## config.mk

```make
export PLATFORM = sky130hd
export DESIGN_NAME = mps_host_flat
export DESIGN_NICKNAME = d
export VERILOG_FILES = /design/src/mps_pkg.sv /design/src/mps_if.sv /design/src/mps_host.sv /design/src/flat_wrapper.sv
export VERILOG_INCLUDE_DIRS = /design/src
export SDC_FILE = /design/constraint.sdc
export NUM_CORES = 1
export LEC_CHECK = 0
export BUFFER_PORTS_ARGS = -buffer_cell sky130_fd_sc_hd__buf_2
export CAP_MARGIN = 20
export CORE_MARGIN = 1
export CORE_UTILIZATION = 45
export DETAILED_ROUTE_END_ITERATION = 8
export PLACE_DENSITY = 0.73
export SLEW_MARGIN = 20
export SYNTH_ARGS = -nofsm -noshare
export SYNTH_HDL_FRONTEND = slang
export SYNTH_SLANG_ARGS = --single-unit
```

## constraint.sdc

```tcl
create_clock -name clk_i -period 2.3 [get_ports clk_i]
set_clock_uncertainty 0.1 [all_clocks]
set_input_delay 0.46 -clock clk_i [delete_from_list [all_inputs] [get_ports clk_i]]
set_output_delay 0.46 -clock clk_i [all_outputs]
set_load 0.02 [all_outputs]
```

## src/mps_consts.svh

```systemverilog
// timing constants for the modem power sequencer
`ifndef MPS_CONSTS_SVH
`define MPS_CONSTS_SVH

// clock rate in kHz (20 MHz)
`define MPS_CLK_KHZ        20000

// times in their own units
`define MPS_PWR_ON_MS      25
`define MPS_RAIL_MS        25
`define MPS_BOOT_S         7
`define MPS_RESET_MS       20
`define MPS_READY_TMO_S    12
`define MPS_OFF_TMO_S      10

// least times round up, exact at this rate
`define MPS_PWR_ON_CYC     (`MPS_PWR_ON_MS * `MPS_CLK_KHZ)
`define MPS_RESET_CYC      (`MPS_RESET_MS * `MPS_CLK_KHZ)
// longest times round down, exact at this rate
`define MPS_RAIL_CYC       (`MPS_RAIL_MS * `MPS_CLK_KHZ)
`define MPS_BOOT_CYC       (`MPS_BOOT_S * 1000 * `MPS_CLK_KHZ)
`define MPS_READY_TMO_CYC  (`MPS_READY_TMO_S * 1000 * `MPS_CLK_KHZ)
`define MPS_OFF_TMO_CYC    (`MPS_OFF_TMO_S * 1000 * `MPS_CLK_KHZ)

`endif

```

## src/mps_pkg.sv

```systemverilog
// state types for the modem power sequencer
package mps_pkg;

    // modem end states
    typedef enum logic [1:0] {
        MPS_DS_OFF,
        MPS_DS_TRIG,
        MPS_DS_BOOT,
        MPS_DS_READY
    } mps_dev_state_t;

    // controller end states
    typedef enum logic [2:0] {
        MPS_HS_OFF,
        MPS_HS_IGNITE,
        MPS_HS_WAIT,
        MPS_HS_ON,
        MPS_HS_STOP,
        MPS_HS_KILL,
        MPS_HS_FAIL
    } mps_host_state_t;

endpackage : mps_pkg

```

## src/mps_if.sv

```systemverilog
// pad-level link between controller and modem
`timescale 1ns/1ns
interface mps_if;
    // power-on request pad, open drain with pull-up
    logic power_on_request_o;
    logic power_on_request_oe;
    logic power_on_request_n;
    // reset pad, open drain with pull-up
    logic reset_pad_o;
    logic reset_pad_oe;
    logic reset_pad_n;
    // modem indications
    logic io_rail_alive;
    logic serial_ready_flow;
    logic usb_enumerated;
    // command channel
    logic power_off_command;

    // pull-up wins unless driven
    assign power_on_request_n = power_on_request_oe ? power_on_request_o
                                                    : 1'b1;
    assign reset_pad_n        = reset_pad_oe ? reset_pad_o : 1'b1;

    modport host (
        output power_on_request_o,
        output power_on_request_oe,
        input  power_on_request_n,
        output reset_pad_o,
        output reset_pad_oe,
        input  reset_pad_n,
        input  io_rail_alive,
        input  serial_ready_flow,
        input  usb_enumerated,
        output power_off_command
    );

    modport device (
        input  power_on_request_n,
        input  reset_pad_n,
        output io_rail_alive,
        output serial_ready_flow,
        output usb_enumerated,
        input  power_off_command
    );
endinterface : mps_if

```

## src/mps_host.sv

```systemverilog
// controller end: drives the modem power-on and reset pads
// Operation
// - hold power-on request low 25 ms
// - rail indicator rises within 25 ms
// - commands usable about seven seconds later
// - serial ready shown by falling flow line
// - usb ready after enumeration, host dependent
// - release request pad after valid trigger
// - request pad only pulled low, never high
// - orderly switch-off by power-off command
// - emergency: reset low 20 ms, request high
// - emergency pulse shuts down, clears state
// - emergency only when commands go unanswered; kill_i forces it from any active state except during a reset pulse here
// - rail indicator low off, high on
// - reset pulse with request low restarts
`timescale 1ns/1ns
`include "mps_consts.svh"
module mps_host import mps_pkg::*; #(
    parameter int unsigned PWR_ON_CYC    = `MPS_PWR_ON_CYC,
    parameter int unsigned RESET_CYC     = `MPS_RESET_CYC,
    parameter int unsigned READY_TMO_CYC = `MPS_READY_TMO_CYC,
    parameter int unsigned OFF_TMO_CYC   = `MPS_OFF_TMO_CYC
) (
    // clock and reset
    input  wire logic clk_i,
    input  wire logic rst_n_i,
    // pad side
    mps_if.host       link,
    // user commands, one-cycle pulses
    input  wire logic start_i,
    input  wire logic stop_i,
    input  wire logic kill_i,
    input  wire logic restart_i,
    // user status
    output logic      on_o,
    output logic      busy_o,
    output logic      failed_o,
    output logic      done_o
);

    ////////////////////////////////////////////////////////////////////////
    // parameter checks
    if (PWR_ON_CYC < 1 || RESET_CYC < 1 || OFF_TMO_CYC < 1 ||
        READY_TMO_CYC <= PWR_ON_CYC) begin : g_bad
        $error("mps_host: bad timing parameters");
    end

    ////////////////////////////////////////////////////////////////////////
    // state
    mps_host_state_t state_r, state_nxt;
    logic [31:0]     cnt_r, cnt_nxt;
    logic            pwr_oe_r, pwr_oe_nxt;
    logic            rst_oe_r, rst_oe_nxt;
    logic            cmd_r, cmd_nxt;
    logic            hold_r, hold_nxt;
    logic            cts_prev_r;
    logic            on_r, on_nxt;
    logic            busy_r, busy_nxt;
    logic            fail_r, fail_nxt;
    logic            done_r, done_nxt;

    ////////////////////////////////////////////////////////////////////////
    // decode
    // falling flow line marks serial readiness
    wire cts_fell  = cts_prev_r && !link.serial_ready_flow;
    wire ready_ev  = cts_fell || link.usb_enumerated;
    wire ign_end   = cnt_r == PWR_ON_CYC - 1;
    wire rdy_tmo   = cnt_r == READY_TMO_CYC - 1;
    wire off_tmo   = cnt_r == OFF_TMO_CYC - 1;
    wire kill_end  = cnt_r == RESET_CYC - 1;
    wire rail_dead = !link.io_rail_alive;

    ////////////////////////////////////////////////////////////////////////
    // sequence
    always_comb begin
        state_nxt  = state_r;
        cnt_nxt    = cnt_r + 32'h1;
        pwr_oe_nxt = 1'b0;
        rst_oe_nxt = 1'b0;
        cmd_nxt    = 1'b0;
        hold_nxt   = hold_r;
        done_nxt   = 1'b0;
        unique case (state_r)
            MPS_HS_OFF: begin
                cnt_nxt = 32'h0;
                if (start_i) begin
                    state_nxt  = MPS_HS_IGNITE;
                    pwr_oe_nxt = 1'b1;
                end
            end
            MPS_HS_IGNITE: begin
                pwr_oe_nxt = 1'b1;
                if (ign_end) begin
                    // trigger is valid, let the pad float
                    state_nxt  = MPS_HS_WAIT;
                    pwr_oe_nxt = 1'b0;
                end
            end
            MPS_HS_WAIT: begin
                if (ready_ev) begin
                    state_nxt = MPS_HS_ON;
                    done_nxt  = 1'b1;
                end else if (rdy_tmo) begin
                    state_nxt = MPS_HS_FAIL;
                    done_nxt  = 1'b1;
                end
            end
            MPS_HS_ON: begin
                cnt_nxt = 32'h0;
                if (rail_dead) begin
                    state_nxt = MPS_HS_OFF;
                    done_nxt  = 1'b1;
                end else if (stop_i) begin
                    // orderly switch-off over the command channel
                    state_nxt = MPS_HS_STOP;
                    cmd_nxt   = 1'b1;
                end else if (restart_i) begin
                    state_nxt  = MPS_HS_KILL;
                    hold_nxt   = 1'b1;
                    rst_oe_nxt = 1'b1;
                    pwr_oe_nxt = 1'b1;
                end
            end
            MPS_HS_STOP: begin
                if (rail_dead) begin
                    state_nxt = MPS_HS_OFF;
                    done_nxt  = 1'b1;
                end else if (off_tmo) begin
                    // modem did not answer, escalate
                    state_nxt  = MPS_HS_KILL;
                    cnt_nxt    = 32'h0;
                    hold_nxt   = 1'b0;
                    rst_oe_nxt = 1'b1;
                end
            end
            MPS_HS_KILL: begin
                rst_oe_nxt = 1'b1;
                pwr_oe_nxt = hold_r;
                if (kill_end) begin
                    rst_oe_nxt = 1'b0;
                    pwr_oe_nxt = 1'b0;
                    cnt_nxt    = 32'h0;
                    hold_nxt   = 1'b0;
                    if (hold_r) begin
                        state_nxt = MPS_HS_WAIT;
                    end else begin
                        state_nxt = MPS_HS_OFF;
                        done_nxt  = 1'b1;
                    end
                end
            end
            MPS_HS_FAIL: begin
                cnt_nxt = 32'h0;
                if (kill_i) begin
                    // frozen modem: emergency power off
                    state_nxt  = MPS_HS_KILL;
                    hold_nxt   = 1'b0;
                    rst_oe_nxt = 1'b1;
                end
            end
        endcase
        // kill from any active state except during a pulse
        if (kill_i && state_r != MPS_HS_OFF && state_r != MPS_HS_KILL &&
            state_r != MPS_HS_FAIL) begin
            state_nxt  = MPS_HS_KILL;
            cnt_nxt    = 32'h0;
            hold_nxt   = 1'b0;
            rst_oe_nxt = 1'b1;
            pwr_oe_nxt = 1'b0;
            cmd_nxt    = 1'b0;
            done_nxt   = 1'b0;
        end
    end

    // status from next state
    always_comb begin
        on_nxt   = state_nxt == MPS_HS_ON;
        fail_nxt = state_nxt == MPS_HS_FAIL;
        busy_nxt = (state_nxt != MPS_HS_OFF) && (state_nxt != MPS_HS_ON) &&
                   (state_nxt != MPS_HS_FAIL);
    end

    ////////////////////////////////////////////////////////////////////////
    // registers
    always_ff @(posedge clk_i) begin
        if (!rst_n_i) begin
            state_r    <= MPS_HS_OFF;
            cnt_r      <= 32'h0;
            pwr_oe_r   <= 1'b0;
            rst_oe_r   <= 1'b0;
            cmd_r      <= 1'b0;
            hold_r     <= 1'b0;
            cts_prev_r <= 1'b1;
            on_r       <= 1'b0;
            busy_r     <= 1'b0;
            fail_r     <= 1'b0;
            done_r     <= 1'b0;
        end else begin
            state_r    <= state_nxt;
            cnt_r      <= cnt_nxt;
            pwr_oe_r   <= pwr_oe_nxt;
            rst_oe_r   <= rst_oe_nxt;
            cmd_r      <= cmd_nxt;
            hold_r     <= hold_nxt;
            cts_prev_r <= link.serial_ready_flow;
            on_r       <= on_nxt;
            busy_r     <= busy_nxt;
            fail_r     <= fail_nxt;
            done_r     <= done_nxt;
        end
    end

    ////////////////////////////////////////////////////////////////////////
    // outputs
    // open-drain pads: data is always low, only the enable moves
    assign link.power_on_request_o  = 1'b0;
    assign link.power_on_request_oe = pwr_oe_r;
    assign link.reset_pad_o         = 1'b0;
    assign link.reset_pad_oe        = rst_oe_r;
    assign link.power_off_command   = cmd_r;
    assign on_o                     = on_r;
    assign busy_o                   = busy_r;
    assign failed_o                 = fail_r;
    assign done_o                   = done_r;

endmodule : mps_host

```

## src/flat_wrapper.sv

```systemverilog
// flat-port wrapper written by rule: the top's interface ports become plain ports
module mps_host_flat import mps_pkg::*;
#(
    parameter int unsigned PWR_ON_CYC    = `MPS_PWR_ON_CYC,
    parameter int unsigned RESET_CYC     = `MPS_RESET_CYC,
    parameter int unsigned READY_TMO_CYC = `MPS_READY_TMO_CYC,
    parameter int unsigned OFF_TMO_CYC   = `MPS_OFF_TMO_CYC
)
  (clk_i, rst_n_i, start_i, stop_i, kill_i, restart_i, on_o, busy_o, failed_o, done_o, link_power_on_request_o, link_power_on_request_oe, link_reset_pad_o, link_reset_pad_oe, link_io_rail_alive, link_serial_ready_flow, link_usb_enumerated, link_power_off_command);
  mps_if link_i ();
  input  wire logic clk_i;
  input  wire logic rst_n_i;
  input  wire logic start_i;
  input  wire logic stop_i;
  input  wire logic kill_i;
  input  wire logic restart_i;
  output logic on_o;
  output logic busy_o;
  output logic failed_o;
  output logic done_o;
  output wire logic [$bits(link_i.power_on_request_o)-1:0] link_power_on_request_o;
  output wire logic [$bits(link_i.power_on_request_oe)-1:0] link_power_on_request_oe;
  output wire logic [$bits(link_i.reset_pad_o)-1:0] link_reset_pad_o;
  output wire logic [$bits(link_i.reset_pad_oe)-1:0] link_reset_pad_oe;
  input wire logic [$bits(link_i.io_rail_alive)-1:0] link_io_rail_alive;
  input wire logic [$bits(link_i.serial_ready_flow)-1:0] link_serial_ready_flow;
  input wire logic [$bits(link_i.usb_enumerated)-1:0] link_usb_enumerated;
  output wire logic [$bits(link_i.power_off_command)-1:0] link_power_off_command;
  assign link_power_on_request_o = link_i.power_on_request_o;
  assign link_power_on_request_oe = link_i.power_on_request_oe;
  assign link_reset_pad_o = link_i.reset_pad_o;
  assign link_reset_pad_oe = link_i.reset_pad_oe;
  assign link_i.io_rail_alive = link_io_rail_alive;
  assign link_i.serial_ready_flow = link_serial_ready_flow;
  assign link_i.usb_enumerated = link_usb_enumerated;
  assign link_power_off_command = link_i.power_off_command;
  mps_host #(.PWR_ON_CYC(PWR_ON_CYC), .RESET_CYC(RESET_CYC), .READY_TMO_CYC(READY_TMO_CYC), .OFF_TMO_CYC(OFF_TMO_CYC)) u_core (.clk_i(clk_i), .rst_n_i(rst_n_i), .link(link_i), .start_i(start_i), .stop_i(stop_i), .kill_i(kill_i), .restart_i(restart_i), .on_o(on_o), .busy_o(busy_o), .failed_o(failed_o), .done_o(done_o));
endmodule
```

* Word level (Yosys, flattened, before mapping)
Cells that the tools add are included.
** Cells by class
- Add/subtract/negate cells :: 1
- Equal/unequal tests :: 22
- Multiplexer cells :: 45
- Bitwise logic cells :: 3
- Reduce and logical (&&, ||, !) cells :: 17
** Operators by type and width (count)
- $mux 32 :: 3
- $pmux 32 s3 :: 1
- $eq 32x19->1 const B :: 2
- $eq 32x28->1 const B :: 2
- $mux 3 :: 12
- $add 32x1->32 const B :: 1
- $mux 1 :: 23
- $pmux 3 s7 :: 1
- $eq 3x3->1 const B :: 4
- $pmux 1 s4 :: 3
- $ne 2x2->1 const B :: 5
- $eq 3x2->1 const B :: 3
- $ne 3x3->1 const B :: 3
- $reduce_and 7->1 :: 1
- $logic_and 1x1->1 :: 6
- $reduce_bool 3->1 :: 2
- $reduce_bool 4->1 :: 1
- $reduce_or 2->1 :: 2
- $reduce_or 4->1 :: 1
- $eq 3x1->1 const B :: 1
- $logic_not 3->1 :: 1
- $ne 3x2->1 const B :: 1
- $not 1->1 :: 3
- $pmux 1 s3 :: 1
- other kinds (5) :: 5
** Storage, ports and cells
- Register bits :: 44
- Input bits :: 9
- Word-level logic and storage cells :: 99

* Longest topological paths before layout
- Depth in word-level cells :: 9
- Depth in mapped cells :: 9
- Mapped depth without buffers :: 9

* Least setup slack after synthesis
Ideal clock, no wire load.
- Kind :: reg2reg
- Start point :: register u_core.cnt_r[0]
- End point :: register u_core.busy_r (netlist: u_core.busy_o)
- Setup time :: 0.116 ns
- Arrival time :: 1.937 ns
- Required time :: 2.084 ns
- Setup slack :: 0.147 ns
- Stages on the path, launching flop included :: 9
- Path buffers :: 0
- Clock period less this slack :: 2.153 ns
- Cells stage by stage :: dfxtp_1 ha_1 nand4_1 nand4bb_2 nor4_4 nand4_1 a211oi_2 xor2_1 o211a_1
** On the way
- Cells in the longest elaborated chain, start to end :: 8
- Elaborated cells between the ends (all ways) :: 17
- Classes of those cells :: 6 x eq/ne; 8 x mux; 3 x reduce/logical
** RTL lines
- start: declaration :: line mps_host.sv:51 : logic [31:0] cnt_r, cnt_nxt;
- start signal: assignment :: line mps_host.sv:200 : cnt_r <= cnt_nxt;
- $eq 32x28->1, on equally long branches :: line mps_host.sv:69, mps_host.sv:68
- $mux 3, on equally long branches :: line mps_host.sv:128, mps_host.sv:103
- $mux 3, on equally long branches :: line mps_host.sv:125, mps_host.sv:100
- $pmux 3 s7 * :: line mps_host.sv:83 : unique case (state_r)
- $mux 3 * :: line mps_host.sv:163 : if (kill_i && state_r != MPS_HS_OFF && state_r != MPS_HS_KILL &&
- $ne 3x2->1 / $reduce_bool 3->1 (equally long branches) :: line mps_host.sv:179 : busy_nxt = (state_nxt != MPS_HS_OFF) && (state_nxt != MPS_HS_ON) &&
- $logic_and 1x1->1 :: line mps_host.sv:179
- $logic_and 1x1->1 * :: line mps_host.sv:179
- end signal: assignment :: line mps_host.sv:207 : busy_r <= busy_nxt;
- end: declaration :: line mps_host.sv:58 : logic busy_r, busy_nxt;
Every way passes the cells marked *; elsewhere a longest branch is shown, timed or not.
A chain may end at the register's enable or synchronous reset.

* Worst setup path after layout
- Start point :: register u_core.cnt_r[13]
- End point :: register u_core.busy_r (netlist: u_core.busy_o)
Same word-level chain as after synthesis.

==> results.py <==
metrics = {
    "placement": {
        "io_buffers": 15,
        "dp_hpwl_mm": 3.695,
        "routabilityCongestion": 0.9076,
        "placed_area_sq_um": 2633,
        "dpl.cell_count": 383,
        "place_ws_ns": -0.04027,
    },
    "grt": {
        "use_met2_pct": 30.13,
        "grt_pass1_vias": 1831,
        "gr-max-usage-layer": "met2",
        "use_met3_pct": 3.659,
        "grt_max_degree": 33,
        "grt-ovfl-total": 0,
        "grtUsageTotal_pct": 19.77,
        "gr-usage-met1_pct": 27.27,
        "grt_pass1_wl_mm": 8.376,
        "antenna_found_initial": 0,
    },
    "die": {
        "initial_utilization_pct": 46.67,
        "ioPinCount": 18,
        "die_width_microns": 74.55,
        "die_area_sq_um": 5558,
        "dieHeight_microns": 74.55,
        "rows": 26,
        "core_sq_um": 5075,
    },
    "power": {
        "combPwrFrac_pct": 22.0,
        "power.density_nw_per_um2": 658.8,
        "p_switching_uw": 526.4,
        "p_clk_share_pct": 35.4,
        "p_sw_share_pct": 27.32,
        "p_int_uw": 1400,
        "peakVddDrop_v": 0.0005483,
        "pwr-share-seq_pct": 42.6,
        "p_leak_uw": 0.001096,
        "power_uw": 1926,
    },
    "timing": {
        "post-route-period-util_pct": 101.4,
        "max_freq_mhz": 428.8,
        "drv_slew": 0,
        "fin_crit_ns": 2.332,
        "setup_slack_ns": -0.03206,
        "setup_viol": 2,
        "tightest_slew_ns": 0.4998,
        "slew_headroom_pct": 66.42,
        "rsz0062_at_grt": "yes",
        "hold_viol": 0,
    },
    "cts": {
        "h-tree-depth": 2,
        "cts_tree": "built",
        "clkLatencyLatePin_ns": 0.30,
        "cts.sinks": 44,
        "root_buffer": "clkbuf_8",
        "clk_transition_reported_paths_ns": 0.08,
        "hold_buffers": 0,
        "cts_made_buffers": 5,
        "clk_path_buf_depth": 2,
    },
    "logic_synthesis": {
        "ys_ff_latch": 44,
        "async_reset_ff_share_pct": 0,
        "synth_largest_area_cell": "dfxtp_1",
        "synthDistinctLibCells": 58,
        "synthCells": 290,
        "synth.top_cell.area_share_pct": 37.19,
        "synth-simple-area-share_pct": 35.92,
        "muxShareOfSynthArea_pct": 0.4226,
        "synth-edff-count": 0,
        "synth_top_family_by_area": "simple AND/OR/NAND/NOR gates",
        "yosys_warnings": 0,
        "netlist_area_sq_um": 2369,
        "synth_area_leaders": "dfxtp_1, nor2_1, xor2_1",
        "ys_seq_area_share_pct": 37.19,
        "avgSynthCellArea_sq_um": 8.167,
        "ys.flop_type": "dfxtp_1",
        "synthAdderAreaFrac_pct": 1.373,
        "synth_xor_area_share_pct": 11.46,
        "synth_compound_area_share_pct": 9.139,
    },
    "drt": {
        "first_pass_iters": 4,
        "drc_errors": 0,
        "vias": 2164,
        "ant_nets": 0,
        "routed_wl_mm": 5.555,
        "wl_per_cell_microns": 14.06,
        "drt_iter0_markers": 186,
        "vias_per_cell": 5.478,
    },
    "layout": {
        "fillers": 465,
        "fin_util_pct": 57.62,
        "stdcell_area_sq_um": 2924,
        "syn2layout_area_growth_pct": 23.45,
        "drive_gt1_share_pct": 24.31,
        "finalNetCount": 336,
        "instances_no_fill": 395,
        "antenna_cells": 0,
    },
    "setup_path": {
        "cp-end-kind": "register",
        "start_kind": "register",
        "reg2reg_slack_ns": -0.03,
        "crit_required_ns": 2.40,
        "arrival_ns": 2.43,
        "path_class": "reg -> reg",
        "critical_path.max_fanout": 5,
    },
    "status": {
        "violations": "setup timing",
        "status": "complete, but fails checks",
    },
    "job": {
        "drv_cap": 0,
    },
    "hold_path": {
        "hold_class": "in -> reg",
    },
}
## what timing repair did
item,CTS,global route
pin swaps,6,8
resized for setup,3,21
endpoints found under the setup margin,35,37
gates cloned,0,1
buffers inserted,0,4
## cell usage after synthesis (all sizes together) (3+ instances only)
cell type and instances:
nor2 54, dfxtp 44, nand2 23, nand3 20, xor2 19, xnor2 12, nand4 11, buf 10
inv 10, nor3 9, a21oi 8, nor4 8, o21ai 7, and3 6, o211ai 4, and2 3
clkbuf 3, nand3b 3
## per-stage QoR
step	hold WS, ns	TNS, ns
floorplan	0.3297	0
global placement	0.4046	-0.01319
detailed placement	0.4090	-0.05654
CTS	0.2382	-0.008916
global route	0.2530	-0.7061
finish	0.2404	-0.03277
## final timing paths
kind                               start                            to  cells after the start
max          u_core.cnt_r[13]$_SDFF_PP0_      u_core.busy_o$_SDFF_PN0_                      7
min reg2reg   u_core.hold_r$_SDFFE_PP0P_    u_core.hold_r$_SDFFE_PP0P_                      2
max reg2reg  u_core.cnt_r[13]$_SDFF_PP0_      u_core.busy_o$_SDFF_PN0_                      7
min               link_serial_ready_flow  u_core.cts_prev_r$_SDFF_PN1_                      3
## metal layers
layer	share of wire, %	wire length [microns]	vias to the layer above
met5	0	0	-
met4	1.7	93	0
met3	3.9	218	10
met2	47	2604	53
met1	48	2640	1022
li1	-	-	1079
## power by group through the flow
stage / Combinational [uW] / Clock (uW) / Sequential (uW)
5_1_grt: 467 / 721 / 825
3_5_place_dp: 349 / 0 / 833
3_3_place_gp: 346 / 0 / 832
4_1_cts: 353 / 696 / 815
2_1_floorplan: 229 / 0 / 843
6_report: 424 / 682 / 820
## state kept, by name, summed over array words and instances (netlist names)
register,count
u_core.link.reset_pad_oe,1
u_core.busy_o,1
u_core.hold_r,1
u_core.done_o,1
u_core.cts_prev_r,1
u_core.failed_o,1
u_core.link.power_off_command,1
u_core.on_o,1
u_core.link.power_on_request_oe,1
u_core.state_r,3
u_core.cnt_r,32
## kinds of logic after synthesis
logic type / count (synthesis)
compound gates: 32
other cells: 1
simple gates: 156
fa+ha+maj: 2
mux: 1
flops: 44
xor+xnor: 31
buf+inv: 23
## critical path, cell delays in order (launching register included)
cell and delay, ns:
dfxtp_1 0.38, and4bb_2 0.40, nand4bb_4 0.12, nor4_4 0.38, nand4_1 0.21, a211oi_4 0.31, xor2_1 0.11, o211a_1 0.21
## placed cells by master, fill, tap and decap left out, drive strengths merged, types with 7 or more instances in the layout
master and n:
xor2 19, nand2 23, nand4 11, nand3 20, dfxtp 44, nor3 9
xnor2 12, a21oi 8, inv 10, buf 39, nor4 8, nor2 54
o21ai 7
## area by class of cell
cell class	count	area (sq um)	share of cell area [%]
clock buffers	5	68.82	2.353
well taps	70	87.58	2.995
inverters	10	37.54	1.284
clock inverters	2	60.06	2.054
flip-flops and latches	44	888.4	30.38
repair buffers	40	292.8	10.01
multi-input cells	224	1489	50.92
Note: power is estimated with default switching activity, not from simulation.
